## config.mk

```make
export PLATFORM = sky130hd
export DESIGN_NAME = serial_irq_dma
export DESIGN_NICKNAME = d
export VERILOG_FILES = /design/src/verilog/serial_irq_dma.v
export VERILOG_INCLUDE_DIRS = /design/src /design/src/shared
export SDC_FILE = /design/constraint.sdc
export NUM_CORES = 1
export LEC_CHECK = 0
export ABC_AREA = 0
export BUFFER_PORTS_ARGS = -buffer_cell sky130_fd_sc_hd__buf_4
export CELL_PAD_IN_SITES_DETAIL_PLACEMENT = 1
export CELL_PAD_IN_SITES_GLOBAL_PLACEMENT = 1
export CORE_MARGIN = 8
export CORE_UTILIZATION = 45
export DETAILED_ROUTE_END_ITERATION = 10
export PLACE_DENSITY = 0.77
export SYNTH_ARGS = -nofsm -noshare
export SYNTH_HDL_FRONTEND = slang
export SYNTH_SLANG_ARGS = --single-unit
```

## constraint.sdc

```tcl
create_clock -name clk_i -period 6.45 [get_ports clk_i]
set_input_delay 0.9675 -clock clk_i [delete_from_list [all_inputs] [get_ports clk_i]]
set_output_delay 0.9675 -clock clk_i [all_outputs]
set_load 0.05 [all_outputs]
```

## src/shared/sci_irq_dma_map.vh

```
/*
 Register page, offsets, field positions, reset values and source codes
 of the serial port interrupt and DMA request logic.
 Assumes inclusion by bare name from the design file only.
*/
`ifndef SCI_IRQ_DMA_MAP_VH
`define SCI_IRQ_DMA_MAP_VH

// Register pages of the two instances
`define PAGE_INST0      8'h18
`define PAGE_INST1      8'h19

// Offsets inside the page
`define OFS_RX_CNT_PTR  8'hF0
`define OFS_RX_ADR_PTR  8'hF1
`define OFS_TX_CNT_PTR  8'hF2
`define OFS_TX_ADR_PTR  8'hF3
`define OFS_IRQ_VECTOR  8'hF4
`define OFS_MATCH_CHAR  8'hF5
`define OFS_IRQ_MASK    8'hF6
`define OFS_IRQ_FLAGS   8'hF7
`define OFS_HOLDING     8'hF8
`define OFS_PRIORITY    8'hF9
`define OFS_MISC_FIRST  8'hFA
`define OFS_CHAR_FMT    8'hFA
`define OFS_CLOCK_SET   8'hFB
`define OFS_BAUD_HIGH   8'hFC
`define OFS_BAUD_LOW    8'hFD
`define OFS_SYNC_IN     8'hFE
`define OFS_SYNC_OUT    8'hFF
`define MISC_COUNT      6

// irq_mask fields
`define MSK_TX_SRC_SEL  7
`define MSK_RX_DONE     6
`define MSK_TX_DONE     5
`define MSK_RXE         4
`define MSK_RXA         3
`define MSK_RXB         2
`define MSK_RXDI        1
`define MSK_TXDI        0

// irq_flags fields
`define FLG_OE          7
`define FLG_FE          6
`define FLG_PE          5
`define FLG_RXAP        4
`define FLG_RXBP        3
`define FLG_RXDP        2
`define FLG_TXBEM       1
`define FLG_TX_SHIFT_EMPTY 0

// irq_dma_priority fields
`define PRI_RX_DMA_EN   7
`define PRI_TX_DMA_EN   6
`define PRI_SEARCH_EN   5

// Encoded source bits
`define EV_RX_ERROR     2'h0
`define EV_BRK_ADDR     2'h1
`define EV_RX_DATA      2'h2
`define EV_TX_EMPTY     2'h3

`define REG_RESET       8'h00

`endif

```

## src/verilog/serial_irq_dma.v

```verilog
/*
 Interrupt and DMA request logic of a multiprotocol serial port:
 register page, status flags, vector encoding, two DMA channels.
 Assumes a serial core that pulses character and empty events, a
 core register port with one-cycle strobes, and a DMA controller
 that acknowledges each request with a one-cycle pulse.
*/
//
// Overview of operation
// - Raise receiver data, error, address, break interrupts
// - Buffer-select bit picks transmit empty source
// - Four levels encoded into two vector bits
// - Priority: rx DMA, tx DMA, rx irq, tx irq
// - Codes 110 tx, 100 rx, 010 break, 000 error
// - Shared vector; software polls, clears flags
// - Separate receive and transmit DMA channels
// - Receive DMA starts on received character
// - Transmit DMA starts on buffer write
// - DMA replaces data and shift-empty sources
// - Last byte sets end-of-block flag, interrupt
// - Receive error stops receive DMA
// - Clearing error, reading buffer resumes DMA
// - Matched character skipped; DMA continues after
// - Registers at F0h-FFh; F8h split buffers
// - Instances in pages 18h and 19h
// - Rx counter pointer: location, destination select
// - Rx address pointer: location, segment select
// - Tx counter pointer: location, source select
// - Tx address pointer: location, segment select
// - Encoded vector bits read-only, set by hardware
// - Status flags clear-only, individually
`include "sci_irq_dma_map.vh"
`timescale 1ns/100ps
`default_nettype none

module serial_irq_dma #(
	parameter [7:0] INST_PAGE = `PAGE_INST0
) (
	// Clock and reset
	input  wire       clk_i,
	input  wire       sys_rst_i,
	// Core register port
	input  wire [7:0] reg_page_i,
	input  wire [7:0] reg_addr_i,
	input  wire       reg_wr_i,
	input  wire       reg_rd_i,
	input  wire [7:0] reg_wdata_i,
	output reg  [7:0] reg_rdata_o,
	// Serial receiver events
	input  wire       rx_char_i,
	input  wire [7:0] rx_data_i,
	input  wire       rx_frame_err_i,
	input  wire       rx_parity_err_i,
	input  wire       rx_char_match_i,
	input  wire       rx_addr_match_i,
	input  wire       rx_break_i,
	// Serial transmitter
	input  wire       tx_buf_empty_i,
	input  wire       tx_shift_empty_i,
	output reg        tx_load_o,
	output reg  [7:0] tx_data_o,
	// DMA controller
	input  wire       dma_rx_ack_i,
	input  wire       dma_rx_last_i,
	input  wire       dma_tx_ack_i,
	input  wire       dma_tx_last_i,
	input  wire [7:0] dma_tx_data_i,
	output reg        dma_rx_req_o,
	output reg        dma_tx_req_o,
	output reg  [7:0] rx_data_o,
	output reg  [7:0] rx_cnt_ptr_o,
	output reg  [7:0] rx_adr_ptr_o,
	output reg  [7:0] tx_cnt_ptr_o,
	output reg  [7:0] tx_adr_ptr_o,
	// Processor interrupt
	output reg        irq_o,
	output reg  [7:0] irq_vector_o
);

////////////////////////////////////////////////////////////////////////
// Page and offset compare shared by every write decode and the holding read strobe
function sel;
	input [7:0] page;
	input [7:0] addr;
	input [7:0] ofs;
	begin
		sel = (page == INST_PAGE) && (addr == ofs);
	end
endfunction

wire wr_rcp = reg_wr_i & sel(reg_page_i, reg_addr_i, `OFS_RX_CNT_PTR);
wire wr_rap = reg_wr_i & sel(reg_page_i, reg_addr_i, `OFS_RX_ADR_PTR);
wire wr_tcp = reg_wr_i & sel(reg_page_i, reg_addr_i, `OFS_TX_CNT_PTR);
wire wr_tap = reg_wr_i & sel(reg_page_i, reg_addr_i, `OFS_TX_ADR_PTR);
wire wr_vec = reg_wr_i & sel(reg_page_i, reg_addr_i, `OFS_IRQ_VECTOR);
wire wr_mch = reg_wr_i & sel(reg_page_i, reg_addr_i, `OFS_MATCH_CHAR);
wire wr_msk = reg_wr_i & sel(reg_page_i, reg_addr_i, `OFS_IRQ_MASK);
wire wr_flg = reg_wr_i & sel(reg_page_i, reg_addr_i, `OFS_IRQ_FLAGS);
wire wr_txh = reg_wr_i & sel(reg_page_i, reg_addr_i, `OFS_HOLDING);
wire wr_pri = reg_wr_i & sel(reg_page_i, reg_addr_i, `OFS_PRIORITY);
wire rd_rxh = reg_rd_i & sel(reg_page_i, reg_addr_i, `OFS_HOLDING);

////////////////////////////////////////////////////////////////////////
// Register state; pointer registers are the outputs themselves,
// so the DMA controller sees a write on the very next edge
reg  [4:0] vec_base_r;
reg  [1:0] ev_r;
reg  [7:0] match_char_r;
reg  [7:0] mask_r;
reg  [7:0] mask_nxt;
reg  [7:0] flags_r;
reg  [7:0] flags_nxt;
reg  [7:0] pri_r;
reg  [7:0] pri_nxt;
reg  [7:0] misc_r [0:`MISC_COUNT-1];
reg        rx_full_r;
reg        rx_skip_r;
reg        tx_run_r;
reg        tx_want_r;

wire rx_dma_en = pri_r[`PRI_RX_DMA_EN];
wire tx_dma_en = pri_r[`PRI_TX_DMA_EN];
wire search_en = pri_r[`PRI_SEARCH_EN];
wire tx_empty_source_sel = mask_r[`MSK_TX_SRC_SEL];
wire rx_err    = flags_r[`FLG_OE] | flags_r[`FLG_FE] | flags_r[`FLG_PE];
wire rx_stall  = rx_dma_en & rx_err;
wire overrun   = rx_char_i & rx_full_r;
wire skip_char = rx_char_i & search_en & rx_char_match_i & rx_dma_en;
wire rx_done   = dma_rx_ack_i & dma_rx_last_i;
wire tx_done   = dma_tx_ack_i & dma_tx_last_i;
wire tx_evt    = tx_empty_source_sel ? tx_buf_empty_i : tx_shift_empty_i;

// Receive raise may happen only with nothing outstanding on the channel
// A stalled or skipped byte waits in the holding register meanwhile
wire rx_raise  = rx_dma_en & rx_full_r & ~rx_skip_r & ~rx_stall
	& ~dma_rx_req_o;
wire tx_raise  = tx_want_r & ~dma_tx_req_o & ~rx_raise;

////////////////////////////////////////////////////////////////////////
// Status flags: a write clears only the bits written as zero, and
// a hardware event in the same cycle still wins
always @* begin
	flags_nxt = flags_r;
	if (wr_flg)
		flags_nxt = flags_r & reg_wdata_i;
	if (overrun)
		flags_nxt[`FLG_OE] = 1'b1;
	if (rx_char_i & rx_frame_err_i)
		flags_nxt[`FLG_FE] = 1'b1;
	if (rx_char_i & rx_parity_err_i)
		flags_nxt[`FLG_PE] = 1'b1;
	if (rx_addr_match_i | skip_char)
		flags_nxt[`FLG_RXAP] = 1'b1;
	if (rx_break_i)
		flags_nxt[`FLG_RXBP] = 1'b1;
	if (rx_char_i & ~rx_dma_en)
		flags_nxt[`FLG_RXDP] = 1'b1;
	if (tx_buf_empty_i)
		flags_nxt[`FLG_TXBEM] = 1'b1;
	if (tx_shift_empty_i)
		flags_nxt[`FLG_TX_SHIFT_EMPTY] = 1'b1;
end

always @* begin
	mask_nxt = mask_r;
	if (wr_msk) begin
		// End-of-block bits accept only a clear; a block ending in
		// the same cycle still sets them, so no end is ever lost
		mask_nxt = reg_wdata_i;
		mask_nxt[`MSK_RX_DONE] = mask_r[`MSK_RX_DONE] & reg_wdata_i[`MSK_RX_DONE];
		mask_nxt[`MSK_TX_DONE] = mask_r[`MSK_TX_DONE] & reg_wdata_i[`MSK_TX_DONE];
	end
	if (rx_done)
		mask_nxt[`MSK_RX_DONE] = 1'b1;
	if (tx_done)
		mask_nxt[`MSK_TX_DONE] = 1'b1;
end

// Enables drop at end of block, so chaining needs a fresh set
// A software write in the same cycle is taken as the newer intent
always @* begin
	pri_nxt = pri_r;
	if (rx_done)
		pri_nxt[`PRI_RX_DMA_EN] = 1'b0;
	if (tx_done)
		pri_nxt[`PRI_TX_DMA_EN] = 1'b0;
	if (wr_pri)
		pri_nxt = reg_wdata_i;
end

////////////////////////////////////////////////////////////////////////
// Interrupt sources and encoding
wire src_err = rx_err & mask_r[`MSK_RXE];
wire src_brk = (flags_r[`FLG_RXAP] & mask_r[`MSK_RXA])
	| (flags_r[`FLG_RXBP] & mask_r[`MSK_RXB]);
// Data pending is never set while receive DMA runs, so the
// end-of-block bit is then the only receive data source
wire src_rx  = (flags_r[`FLG_RXDP] | mask_r[`MSK_RX_DONE])
	& mask_r[`MSK_RXDI];
// Shift-empty stays flagged during transmit DMA but is kept off
// the interrupt, as each such event only paces the next request
wire src_tx  = (mask_r[`MSK_TX_DONE]
	| (tx_empty_source_sel ? flags_r[`FLG_TXBEM]
	: flags_r[`FLG_TX_SHIFT_EMPTY] & ~tx_dma_en))
	& mask_r[`MSK_TXDI];
wire src_any = src_err | src_brk | src_rx | src_tx;

// With no source left the last code is kept for a late vector read
reg [1:0] ev_nxt;
always @* begin
	// Receive sources outrank transmit
	if (src_err)
		ev_nxt = `EV_RX_ERROR;
	else if (src_brk)
		ev_nxt = `EV_BRK_ADDR;
	else if (src_rx)
		ev_nxt = `EV_RX_DATA;
	else if (src_tx)
		ev_nxt = `EV_TX_EMPTY;
	else
		ev_nxt = ev_r;
end

////////////////////////////////////////////////////////////////////////
// Read data, registered one cycle after the strobe
// Page compare folded in here, so a foreign page reads as zero
reg [7:0] rdata_nxt;
always @* begin
	rdata_nxt = `REG_RESET;
	if (reg_page_i == INST_PAGE) begin
		case (reg_addr_i)
		`OFS_RX_CNT_PTR: rdata_nxt = rx_cnt_ptr_o;
		`OFS_RX_ADR_PTR: rdata_nxt = rx_adr_ptr_o;
		`OFS_TX_CNT_PTR: rdata_nxt = tx_cnt_ptr_o;
		`OFS_TX_ADR_PTR: rdata_nxt = tx_adr_ptr_o;
		`OFS_IRQ_VECTOR: rdata_nxt = irq_vector_o;
		`OFS_MATCH_CHAR: rdata_nxt = match_char_r;
		`OFS_IRQ_MASK:   rdata_nxt = mask_r;
		`OFS_IRQ_FLAGS:  rdata_nxt = flags_r;
		`OFS_HOLDING:    rdata_nxt = rx_data_o;
		`OFS_PRIORITY:   rdata_nxt = pri_r;
		`OFS_CHAR_FMT:   rdata_nxt = misc_r[0];
		`OFS_CLOCK_SET:  rdata_nxt = misc_r[1];
		`OFS_BAUD_HIGH:  rdata_nxt = misc_r[2];
		`OFS_BAUD_LOW:   rdata_nxt = misc_r[3];
		`OFS_SYNC_IN:    rdata_nxt = misc_r[4];
		`OFS_SYNC_OUT:   rdata_nxt = misc_r[5];
		default:         rdata_nxt = `REG_RESET;
		endcase
	end
end

////////////////////////////////////////////////////////////////////////
// Serial setup registers, stored for the framing side
// Contents are not used inside this block, only read back
genvar gi;
generate
	for (gi = 0; gi < `MISC_COUNT; gi = gi + 1) begin : g_misc
		// Offset worked out at full width, only its low byte decodes
		localparam [31:0] OFS_W = `OFS_MISC_FIRST + gi;
		always @(posedge clk_i or posedge sys_rst_i) begin
			if (sys_rst_i)
				misc_r[gi] <= `REG_RESET;
			else if (reg_wr_i && sel(reg_page_i, reg_addr_i, OFS_W[7:0]))
				misc_r[gi] <= reg_wdata_i;
		end
	end
endgenerate

////////////////////////////////////////////////////////////////////////
always @(posedge clk_i or posedge sys_rst_i) begin
	if (sys_rst_i) begin
		reg_rdata_o  <= `REG_RESET;
		rx_cnt_ptr_o <= `REG_RESET;
		rx_adr_ptr_o <= `REG_RESET;
		tx_cnt_ptr_o <= `REG_RESET;
		tx_adr_ptr_o <= `REG_RESET;
		vec_base_r   <= 5'h00;
		ev_r         <= `EV_RX_ERROR;
		irq_vector_o <= `REG_RESET;
		match_char_r <= `REG_RESET;
		mask_r       <= `REG_RESET;
		flags_r      <= `REG_RESET;
		pri_r        <= `REG_RESET;
		rx_data_o    <= `REG_RESET;
		tx_data_o    <= `REG_RESET;
		tx_load_o    <= 1'b0;
		rx_full_r    <= 1'b0;
		rx_skip_r    <= 1'b0;
		tx_run_r     <= 1'b0;
		tx_want_r    <= 1'b0;
		dma_rx_req_o <= 1'b0;
		dma_tx_req_o <= 1'b0;
		irq_o        <= 1'b0;
	end else begin
		if (reg_rd_i)
			reg_rdata_o <= rdata_nxt;
		if (wr_rcp)
			rx_cnt_ptr_o <= reg_wdata_i;
		if (wr_rap)
			rx_adr_ptr_o <= reg_wdata_i;
		if (wr_tcp)
			tx_cnt_ptr_o <= reg_wdata_i;
		if (wr_tap)
			tx_adr_ptr_o <= reg_wdata_i;
		if (wr_vec)
			vec_base_r <= reg_wdata_i[7:3];
		if (wr_mch)
			match_char_r <= reg_wdata_i;
		mask_r  <= mask_nxt;
		flags_r <= flags_nxt;
		pri_r   <= pri_nxt;
		ev_r    <= ev_nxt;
		// Code taken from the same next value as irq_o, so the core
		// never reads the previous source beside a fresh request
		irq_vector_o <= {vec_base_r, ev_nxt, 1'b0};

		// Receive holding: overrun still overwrites, old byte lost
		// Full flag clears on a core read or on the controller's take
		if (rx_char_i)
			rx_data_o <= rx_data_i;
		if (rx_char_i)
			rx_full_r <= 1'b1;
		else if (rd_rxh | dma_rx_ack_i)
			rx_full_r <= 1'b0;
		if (skip_char)
			rx_skip_r <= 1'b1;
		else if (rx_char_i | rd_rxh)
			rx_skip_r <= 1'b0;

		// Receive channel request
		if (rx_raise)
			dma_rx_req_o <= 1'b1;
		else if (dma_rx_ack_i)
			dma_rx_req_o <= 1'b0;

		// Transmit holding: core write or DMA delivery
		// The arming byte goes out unpaced; later bytes each wait
		// for one selected empty event
		tx_load_o <= wr_txh | (dma_tx_ack_i & dma_tx_req_o);
		if (wr_txh)
			tx_data_o <= reg_wdata_i;
		else if (dma_tx_ack_i & dma_tx_req_o)
			tx_data_o <= dma_tx_data_i;
		if (wr_txh & tx_dma_en)
			tx_run_r <= 1'b1;
		else if (tx_done | ~tx_dma_en)
			tx_run_r <= 1'b0;
		if (tx_evt & tx_run_r & tx_dma_en & ~tx_done)
			tx_want_r <= 1'b1;
		else if (tx_raise | ~tx_run_r)
			tx_want_r <= 1'b0;

		// Transmit channel request
		if (tx_raise)
			dma_tx_req_o <= 1'b1;
		else if (dma_tx_ack_i)
			dma_tx_req_o <= 1'b0;

		// Interrupt yields while a DMA request is waiting or about
		// to be raised, so the core is not called away mid-transfer
		irq_o <= src_any & ~dma_rx_req_o & ~dma_tx_req_o
			& ~rx_raise & ~tx_raise;
	end
end

endmodule
`default_nettype wire

```

==> results.md, run 1 <==
* Startpoint types: input pin
* Worst reg-to-reg setup slack at ~4.6 ns
* Area share of and/or/nand/nor cells after synthesis at 10.8%
* Final worst slack at 3.26 ns
* Pleak at ~4.2 nW
* MaxCap Viol Count at 0
* DIE HEIGHT at approximately 140 um
* Post-CTS Hold Fix Bufs at 0
* CTS tree: built
* Final hold vios at 0
* Initial drt markers at around 410
* Cell variety after synth at 60
* Post-synth EDFFs at 0
* Worst-path clk slew at 0.06 ns
* Maximum root-to-sink buffer count at 2
* Core area at 16300 um2
* Average size of a mapped cell at between 10 and 15 um2
* Top_reg_cell synth: dfrtp_1
* Dpl ws at 2.86 ns
* Wire per inst at 28.5 um
* WP data required at approximately 6.7 ns
* Synth Area in Compound Gates at 10.7%
* Reg2reg end: irq_o
* Die area at 20700 um2
* Drt via density at 6.01
* Post-Synth XOR/XNOR Area at 0%
* Area Growth Syn to Fin at 22.5%
* Mapped cell area at 7370 um2
* CP max-delay cell: nor2_1
* Commonest cells post-synth: dfrtp_1, mux2_2, nand2_1
* CP arrival at 3.44 ns
* Final setup fails at 0
* Largest net degree at the start of global routing at 97
* Status: finished clean
* Hold Crit Start: vec_base_r[0]
* TNS Setup at 0 ns
* Syn nets at 661
* Top-count cell post-synth: dfrtp_1
* Kind of critical path: input pin to flip-flop
* Largest vdd supply drop at 191 uV
* Worst reg2reg path startpoint: pri_r[6]
* Clk Latency, worst-skew pair at 0.42 ns
* Mux contribution to synthesized area at a little under a quarter
* # nets final at 772
* Global route overflow at 0
* CTS Sinks at about 160
* Unrepaired setup endpoints after global routing: no
* Synth area leader: dfrtp_1
* Top-area cell type share of the netlist area at between 50% and 60%
* Mapped Cells at a little over 600
* Routed WL at 26900 um
* Clock Tree Root: clkbuf_16
* Drt pass-1 iters at 5
* GR Util met1 at 33.5%
* Post-CTS Setup Bufs at 0
* GRT Max-Usage Layer: met2
* Worst slew margin relative to its limit at 38.2%
* Area of the multi-input gates at 3290 um2
* Htree depth at 4
* CP max stage delay at 0.87 ns
* Post-synthesis adder-cell area fraction at 0%
* Fill cells at 1713
* Initial cell density of the core at 45.3%
* Diode count at 0
* Ys async rst share at 100%
* Pwr dens at 255 nW/um2
* Worst-Margin Slew at between 0.9 and 1 ns
* Storage cell area at slightly below 4000 um2
* Area contributors post-synth: dfrtp_1, mux2_2, nand2_1
* Die W at between 100 and 150 um
* Drt drc at 0
* Hold EP: irq_vector_o[3]
* Hold Path Depth at 0
* Hold WC Path Type: flip-flop to flip-flop
* Detail Placement HPWL at 18800 um
* Layout cell share with drive strength beyond 1 at between 40% and 50%
* FP Rows at 47
* Max Slew Vio Count at 0
* Clk_skew at ~0.0074 ns
* Final GP Congestion at approximately 0.90
* Gr usage total at 27.1%
* CP Capture Type: flip-flop
* Num CTS Buffers at 17
* Final Critical Period at between 3 and 4 ns
* Fmax at approximately 310 MHz
* Via count at 5688
* Synth Register Bits at 156
* M2 GR Usage at between 40% and 50%
* Synthesis Warnings at 0
* First-pass GRT wire length at 40800 um
* Initial antenna violation count at 1
* Post-CTS resize count at 0
* Crit-path max FO at 18
* Vias in the first global route at 6408
* Fin crit share at 49.5%
* Worst-case reg-to-reg path depth at 4
* Number of routed nets with antenna violations at 0
* IO Count at 124
* GR Util met3 at roughly 5.2%
* Worst path cell trace: buf_4, and4_1, nand2_1, nor2_1, o21ai_0
* Largest family of logic cells by synthesized area: multiplexers
* PortBufs at 122
* Sequential fraction of the synthesis area at 52.9%
critical path: cells and delay by family:
family / cells / cell delay, ns
AND/OR/NAND/NOR: 3 / 2.12
buffers and inverters: 1 / 0.08
AO/OA/AOI/OAI: 1 / 0.26
cell usage in the layout (no fill, tap or decap), types with 14 or more instances in the layout:
| cell type | count |
|---|---|
| mux2i_1 | 15 |
| dfrtp_1 | 156 |
| clkbuf_16 | 17 |
| nor2b_1 | 17 |
| buf_4 | 125 |
| o21ai_0 | 33 |
| nand2_1 | 45 |
| a21oi_1 | 14 |
| mux2_2 | 125 |
| a22oi_1 | 19 |
stage by stage:
stage	power [mW]	hold slack [ns]	utilization, %	instances	cell area [um2]
6_report	2.31	0.382	55.5	946	9030
5_1_grt	2.37	0.396	55.5	946	9030
4_1_cts	2.32	0.382	55.5	946	9030
3_5_place_dp	1.31	0.368	51.9	917	8450
3_3_place_gp	1.30	0.356	51.9	917	8450
2_1_floorplan	1.19	0.350	-	605	7370
how the worst max path moves through the flow:
| stage | slack [ns] | depth (start not counted) | from | to |
|---|---|---|---|---|
| detailed placement | 2.86 | 5 | reg_addr_i[6] | tx_data_o[2] |
| finish | 3.26 | 5 | reg_addr_i[6] | tx_data_o[2] |
| global route | 3.06 | 5 | reg_addr_i[6] | tx_data_o[2] |
| CTS | 3.28 | 5 | reg_addr_i[6] | tx_data_o[2] |
| floorplan | 1.28 | 1 | sys_rst_i | dma_rx_req_o |
| global placement | 3.00 | 5 | reg_addr_i[6] | tx_data_o[7] |
per-layer routing:
layer | share of wire, % | vias up
met5 | 0.037 | -
met4 | 3.0 | 2
met3 | 5.1 | 49
met2 | 50 | 194
met1 | 42 | 2997
li1 | - | 2446
flip-flops by register name (all words and copies together), names as in the netlist, 5 cells and up:
signal,count
vec_base_r,5
flags_r,8
mask_r,8
match_char_r,8
tx_adr_ptr_o,8
pri_r,8
misc_r,48
reg_rdata_o,8
irq_vector_o,6
rx_cnt_ptr_o,8
tx_data_o,8
rx_adr_ptr_o,8
rx_data_o,8
tx_cnt_ptr_o,8
kinds of logic (layout without fill, tap and decap cells):
group / after synthesis / count (layout)
flops: 156 / 156
mux: 151 / 151
simple gates: 138 / 138
compound gates: 117 / 117
buf+inv: 42 / 163
other cells: 1 / 1
layout make-up:
| type | instances | area share [%] |
|---|---|---|
| Inverter | 9 | 0.429 |
| Sequential cell | 156 | 43.2 |
| Clock buffer | 19 | 4.90 |
| Multi-Input combinational cell | 407 | 36.4 |
| Tap cell | 220 | 3.05 |
| Timing Repair Buffer | 125 | 10.4 |
| Clock inverter | 10 | 1.59 |
power by group:
group | internal (mW) | leakage, nW | switching (mW)
Sequential | 1.00 | 2.09 | 0.0169
Clock | 0.614 | 0.277 | 0.406
Combinational | 0.0795 | 1.86 | 0.190
Total | 1.69 | 4.22 | 0.613
(Power assumes the default switching activity.)
==> run 2: changes to the inputs <==
==> constraint.sdc (replaced) <==
create_clock -name clk_i -period 3 [get_ports clk_i]
set_input_delay 0.45 -clock clk_i [delete_from_list [all_inputs] [get_ports clk_i]]
set_output_delay 0.45 -clock clk_i [all_outputs]
set_load 0.05 [all_outputs]
==> run 2 against run 1 <==
  * Power up 120%
  * Global-route usage down 0.18 points
  * Combinational power up 120%
  * Critical endpoint is now reg_rdata_o[6]
  * Largest cell class unchanged
==> results.md, run 2 (synthesis gave the netlist of run 1 again) <==
* Unrepaired setup endpoints after global routing: no
* Number of routed nets with antenna violations at 0 (unchanged)
* CP Capture Type: flip-flop
* CTS tree: built
* Worst slew margin relative to its limit at 44.0% (+5.8 points)
* Worst reg-to-reg setup slack at 1.13 ns (-3.44 ns)
* Post-CTS resize count at 0 (unchanged)
* Initial cell density of the core at 45.3% (unchanged)
* Vias in the first global route at 6317 (-1.4%)
* Final Critical Period at 2.14 ns
* Worst-case reg-to-reg path depth at 6 (+2)
* CP arrival at 2.48 ns (-0.96 ns)
* Pleak at 4.32 nW (+2.4%)
* Post-CTS Setup Bufs at 0 (unchanged)
* Num CTS Buffers at 17 (unchanged)
* Initial antenna violation count at 0 (-1)
* # nets final at 789 (+2.2%)
* Drt pass-1 iters at 4 (-1)
* Design Power at 5.02 mW (+120%)
* Kind of critical path: input pin to flip-flop
* Dpl ws at 0.463 ns (-2.40 ns)
* Startpoint types: input pin
* Fmax at 468 MHz
* Non-filler instance count after layout at 966 (+2.1%)
* TNS Setup at 0 ns (unchanged)
* Hold WC Path Type: input pin to asynchronous set/reset pin
* Final setup fails at 0 (unchanged)
* Die area at 20700 um2 (unchanged)
* M2 GR Usage at 44.9% (-0.79 points)
* Largest net degree at the start of global routing at 71 (-27%)
* Post-CTS Hold Fix Bufs at 0 (unchanged)
* Most common cell after layout, fill and taps aside: dfrtp_1
* DIE HEIGHT at 144 um (unchanged)
* WP data required at 3.35 ns (-3.35 ns)
* Core area at 16300 um2 (unchanged)
* GRT Max-Usage Layer: met2
* Detail Placement HPWL at 18900 um (+1.0%)
* Die W at 144 um (unchanged)
* Layout cell share with drive strength beyond 1 at 43.4% (+1.4 points)
* FP Rows at 47 (unchanged)
* MaxCap Viol Count at 0 (unchanged)
* Global route overflow at 0 (unchanged)
* GR Util met3 at 5.65% (+0.46 points)
* Gr usage total at 26.9% (-0.18 points)
* Routed WL at 26600 um (-1.2%)
* Largest vdd supply drop at 399 uV (+110%)
* Fin crit share at 71.3%
* Worst path cell trace: buf_4, nor2b_1, buf_4, a22oi_1, a2111oi_0, buf_4, a21oi_1, o21ai_0
* CP max stage delay at 0.77 ns (-0.10 ns)
* Buf/Inv on CP at 3 (+2)
* Pwr dens at 545 nW/um2 (+110%)
* Maximum root-to-sink buffer count at 2 (unchanged)
* Htree depth at 4 (unchanged)
* GR Util met1 at 33.0% (-0.44 points)
* Area Growth Syn to Fin at 24.9%
* Clock Tree Root: clkbuf_16
* Max Slew Vio Count at 0 (unchanged)
* First-pass GRT wire length at 40200 um (-1.4%)
* IO Count at 124 (unchanged)
* Drt via density at 5.96 (-0.92%)
* Fill cells at 1707 (-0.35%)
* Crit-path max FO at 30 (+12)
* Clk Latency, worst-skew pair at 0.43 ns (about the same)
* Via count at 5755 (+1.2%)
* CP max-delay cell: a2111oi_0
* Placed Cells at 934 (+1.9%)
* CTS Sinks at 156 (unchanged)
* Reg2reg end: reg_rdata_o[6]
* Worst-path clk slew at 0.06 ns (about the same)
* Top delay family on crit path: compound AO/OA/AOI/OAI gates
* Worst-Margin Slew at 0.819 ns (-0.105 ns)
* PortBufs at 122 (unchanged)
* WHS at 0.143 ns (-0.239 ns)
* Status: finished clean
* Diode count at 0 (unchanged)
* Worst reg2reg path startpoint: tx_adr_ptr_o[6]
* Final hold vios at 0 (unchanged)
* Initial drt markers at 347 (-16%)
* Max FFs per register at 48 (unchanged)
* Clk_skew at 0.00669 ns (-0.000705 ns)
* Wire per inst at 27.5 um (-3.2%)
* Final GP Congestion at 0.929 (+3.6%)
* Final worst slack at 0.862 ns (-2.40 ns)
* Most frequent cells in the layout: dfrtp_1, buf_4, mux2_2, nand2_1, o21ai_0
* Top cell by count, worst path: buf_4
* Drt drc at 0 (unchanged)
* Largest Register: misc_r
==> run 2: cell count changes in the layout (fill, tap and decap cells not counted) <==
cell and change:
clkbuf_1 +1, buf_12 +2, clkinvlp_4 +1, buf_4 +15, inv_6 +1
==> run 2: cell type report <==
cell class	instances	area, um2	share of cell area [%]
Sequential cell	156	3900	42.4
Multi-Input combinational cell	407	3290	35.8
Timing Repair Buffer	142	1090	11.8
Clock buffer	20	447	4.85
Tap cell	220	275	2.99
Clock inverter	12	161	1.75
Inverter	9	37.5	0.408
==> run 2: layer usage <==
layer  vias up  wire (um)
met3        61       1480
li1       2487          -
met4         0       1010
met1      2978      10800
met5         -          0
met2       229      13300
==> run 2: stage by stage <==
| stage | utilization [%] | instance area, um2 |
|---|---|---|
| after floorplan | - | 7380 |
| after global placement | 52.8 | 8600 |
| after detailed placement | 52.8 | 8600 |
| after CTS | 56.5 | 9210 |
| after global routing | 56.5 | 9210 |
| final | 56.5 | 9210 |
==> run 2: how the worst max path moves through the flow <==
stage	from	slack, ns	end	cells after the start
2_1_floorplan	sys_rst_i	0.58	dma_rx_req_o	1
3_3_place_gp	reg_addr_i[1]	0.46	reg_rdata_o[6]	8
3_5_place_dp	reg_addr_i[6]	0.46	tx_cnt_ptr_o[7]	6
4_1_cts	reg_addr_i[6]	0.91	tx_cnt_ptr_o[7]	6
5_1_grt	reg_page_i[5]	0.79	tx_cnt_ptr_o[6]	5
6_report	reg_addr_i[1]	0.86	reg_rdata_o[6]	8
==> run 2: power by group <==
| part | internal [mW] | switching, mW | total [mW] |
|---|---|---|---|
| logic | 0.183 | 0.407 | 0.590 |
| clock network | 1.34 | 0.899 | 2.24 |
| registers | 2.15 | 0.0363 | 2.19 |
==> run 3: changes to the inputs <==
--- a/config.mk
+++ b/config.mk
@@ -11,9 +11,9 @@
 export CELL_PAD_IN_SITES_DETAIL_PLACEMENT = 1
 export CELL_PAD_IN_SITES_GLOBAL_PLACEMENT = 1
 export CORE_MARGIN = 8
-export CORE_UTILIZATION = 45
+export CORE_UTILIZATION = 41
 export DETAILED_ROUTE_END_ITERATION = 10
-export PLACE_DENSITY = 0.77
+export PLACE_DENSITY = 0.73
 export SYNTH_ARGS = -nofsm -noshare
 export SYNTH_HDL_FRONTEND = slang
 export SYNTH_SLANG_ARGS = --single-unit
==> constraint.sdc (replaced) <==
create_clock -name clk_i -period 1.9 [get_ports clk_i]
set_input_delay 0.285 -clock clk_i [delete_from_list [all_inputs] [get_ports clk_i]]
set_output_delay 0.285 -clock clk_i [all_outputs]
set_load 0.05 [all_outputs]
==> run 3 against run 2 <==
  * The run now ends with negative hold slack left
  * Cell count is 8.7% higher
  * Clock-buffer cell count is 1 higher
  * Largest power group is now registers
  * Highest routed layer unchanged
  * Design area is 7.7% higher
  * Non-clock buffer count is 76 higher
  * Sequential power is 58% higher
  * Via count is 4.3% higher
  * Critical path depth is 2 lower
  * Routed wire length is 4.1% higher
  * Global-route usage is 1.6 points lower
  * Utilization is 0.77 points lower
  * Largest cell class unchanged
==> results.md, run 3 (synthesis gave the netlist of run 1 again) <==
* Global route overflow at 0 (unchanged)
* Number of routed nets with antenna violations at 0 (unchanged)
* CTS tree: built
* Routed WL at 27700 um (+4.1%)
* Final setup fails at 0 (unchanged)
* Via count at 6002 (+4.3%)
* IO Count at 124 (unchanged)
* Vias in the first global route at 6735 (+6.6%)
* Core area at 17800 um2 (+9.1%)
* Drt drc at 0 (unchanged)
* Clk_skew at 0.00751 ns (+0.000819 ns)
* Final GP Congestion at 0.942 (+1.4%)
* CTS Sinks at 156 (unchanged)
* Gr usage total at 25.4% (-1.6 points)
* Max Slew Vio Count at 0 (unchanged)
* Area Growth Syn to Fin at 34.4%
* Largest vdd supply drop at 630 uV (+58%)
* Crit-path max FO at 5 (-83%)
* Clock Tree Root: clkbuf_16
* Final hold vios at 8 (+8)
* Design Area, Final at 9910 um2 (+7.7%)
* Most frequent cells in the layout: buf_4, dfrtp_1, mux2_2, nand2_1, o21ai_0
* Diode count at 0 (unchanged)
* Max FFs per register at 48 (unchanged)
* Cell Area, Placed at 9320 um2 (+8.4%)
* Startpoint types: input pin
* Fmax at 548 MHz
* Post-CTS Hold Fix Bufs at 0 (unchanged)
* Final Critical Period at 1.83 ns
* Placed Cells at 1019 (+9.1%)
* Largest Register: misc_r
* WHS at -0.0166 ns (-0.160 ns)
* Kind of critical path: input pin to flip-flop
* Failing checks: negative hold slack
* DIE HEIGHT at 150 um (+4.2%)
* Drt via density at 5.72 (-4.1%)
* FP Rows at 49 (+4.3%)
* CP Capture Type: flip-flop
* Die W at 150 um (+4.2%)
* Layout cell share with drive strength beyond 1 at 48.7% (+5.3 points)
* MaxCap Viol Count at 0 (unchanged)
* Pwr dens at 795 nW/um2 (+46%)
* # nets final at 865 (+9.6%)
* Clk Latency, worst-skew pair at 0.44 ns (about the same)
* Detail Placement HPWL at 20000 um (+5.3%)
* PortBufs at 122 (unchanged)
* Initial cell density of the core at 41.5% (-3.8 points)
* Worst-path clk slew at 0.07 ns (about the same)
* Htree depth at 4 (unchanged)
* Status: finished with violations
* Pleak at 4.72 nW (+9.2%)
* Worst slew margin relative to its limit at 57.4% (+13 points)
* WP data required at 2.22 ns (-1.13 ns)
* Num CTS Buffers at 17 (unchanged)
* Post-CTS Setup Bufs at 0 (unchanged)
* Worst-case reg-to-reg path depth at 4 (-2)
* Drt pass-1 iters at 4 (unchanged)
* CP arrival at 2.14 ns (-0.34 ns)
* Initial antenna violation count at 0 (unchanged)
* Largest net degree at the start of global routing at 81 (+14%)
* Initial drt markers at 388 (+12%)
* Hold WC Path Type: input pin to asynchronous set/reset pin
* Worst-Margin Slew at 0.637 ns (-0.182 ns)
* Unrepaired setup endpoints after global routing: yes
* Maximum root-to-sink buffer count at 2 (unchanged)
* Most common cell after layout, fill and taps aside: buf_4
* Die area at 22500 um2 (+8.7%)
* First-pass GRT wire length at 42200 um (+4.9%)
* Fin crit share at slightly below 100%
* Non-filler instance count after layout at 1050 (+8.7%)
* Wire per inst at 26.4 um (-4.3%)
==> run 3: stage by stage <==
step	utilization (%)	setup TNS (ns)	worst slack (ns)	hold slack, ns	total power, mW
floorplan	-	-55.83	-0.358	0.350	4.04
global placement	52.4	-15.08	-0.327	0.356	4.50
detailed placement	52.4	-21.75	-0.381	0.360	4.52
CTS	55.7	0	0.0583	0.00652	7.91
global route	55.8	-0.0107	-0.00660	0.0349	8.10
finish	55.8	0	0.0739	-0.0166	7.88
==> run 3: what timing repair did <==
| item | 4_1_cts | 5_1_grt |
|---|---|---|
| endpoints found under the setup margin | 1 | 3 |
| gates resized for setup | 1 | 1 |
| gates cloned | 0 | 0 |
==> run 3: final cells by class <==
cell class | instances | area, um2
sequential | 156 | 3900
clock inverter | 10 | 116
fill | 1860 | 7870
clock buffer | 21 | 460
multi-input combinational | 407 | 3310
inverter | 9 | 37.5
tap | 229 | 287
timing repair buffer | 218 | 1800
==> run 3: critical path, stage by stage <==
cell,delay [ns]
buf_4,0.12
nor4b_4,0.44
nand4_1,0.32
nor2_2,0.42
buf_4,0.22
mux2_2,0.33
==> run 3: power breakdown <==
group	internal (mW)	switching, mW	total, mW
clock	1.99	1.42	3.41
sequential	3.40	0.0555	3.45
combinational	0.347	0.667	1.01
==> run 3: worst paths after layout <==
kind	start	end	slack, ns
worst max-delay path	reg_page_i[1]	tx_cnt_ptr_o[7]	0.07
worst min register to register	vec_base_r[2]	irq_vector_o[5]	0.37
worst max register to register	mask_r[7]	irq_o	0.09
worst min-delay path	sys_rst_i	tx_adr_ptr_o[7]	-0.02
max in group asynchronous	sys_rst_i	misc_r[16]	1.51
min in group clk_i	dma_tx_ack_i	dma_tx_req_o	0.04
==> run 3: routing by layer <==
layer | part of all wire (%) | track usage [%] | up-vias
met5 | 0 | 0 | -
met4 | 2.3 | 8.60 | 0
met3 | 6.2 | 5.44 | 38
met2 | 49 | 42.0 | 178
met1 | 43 | 32.5 | 3162
li1 | - | - | 2624
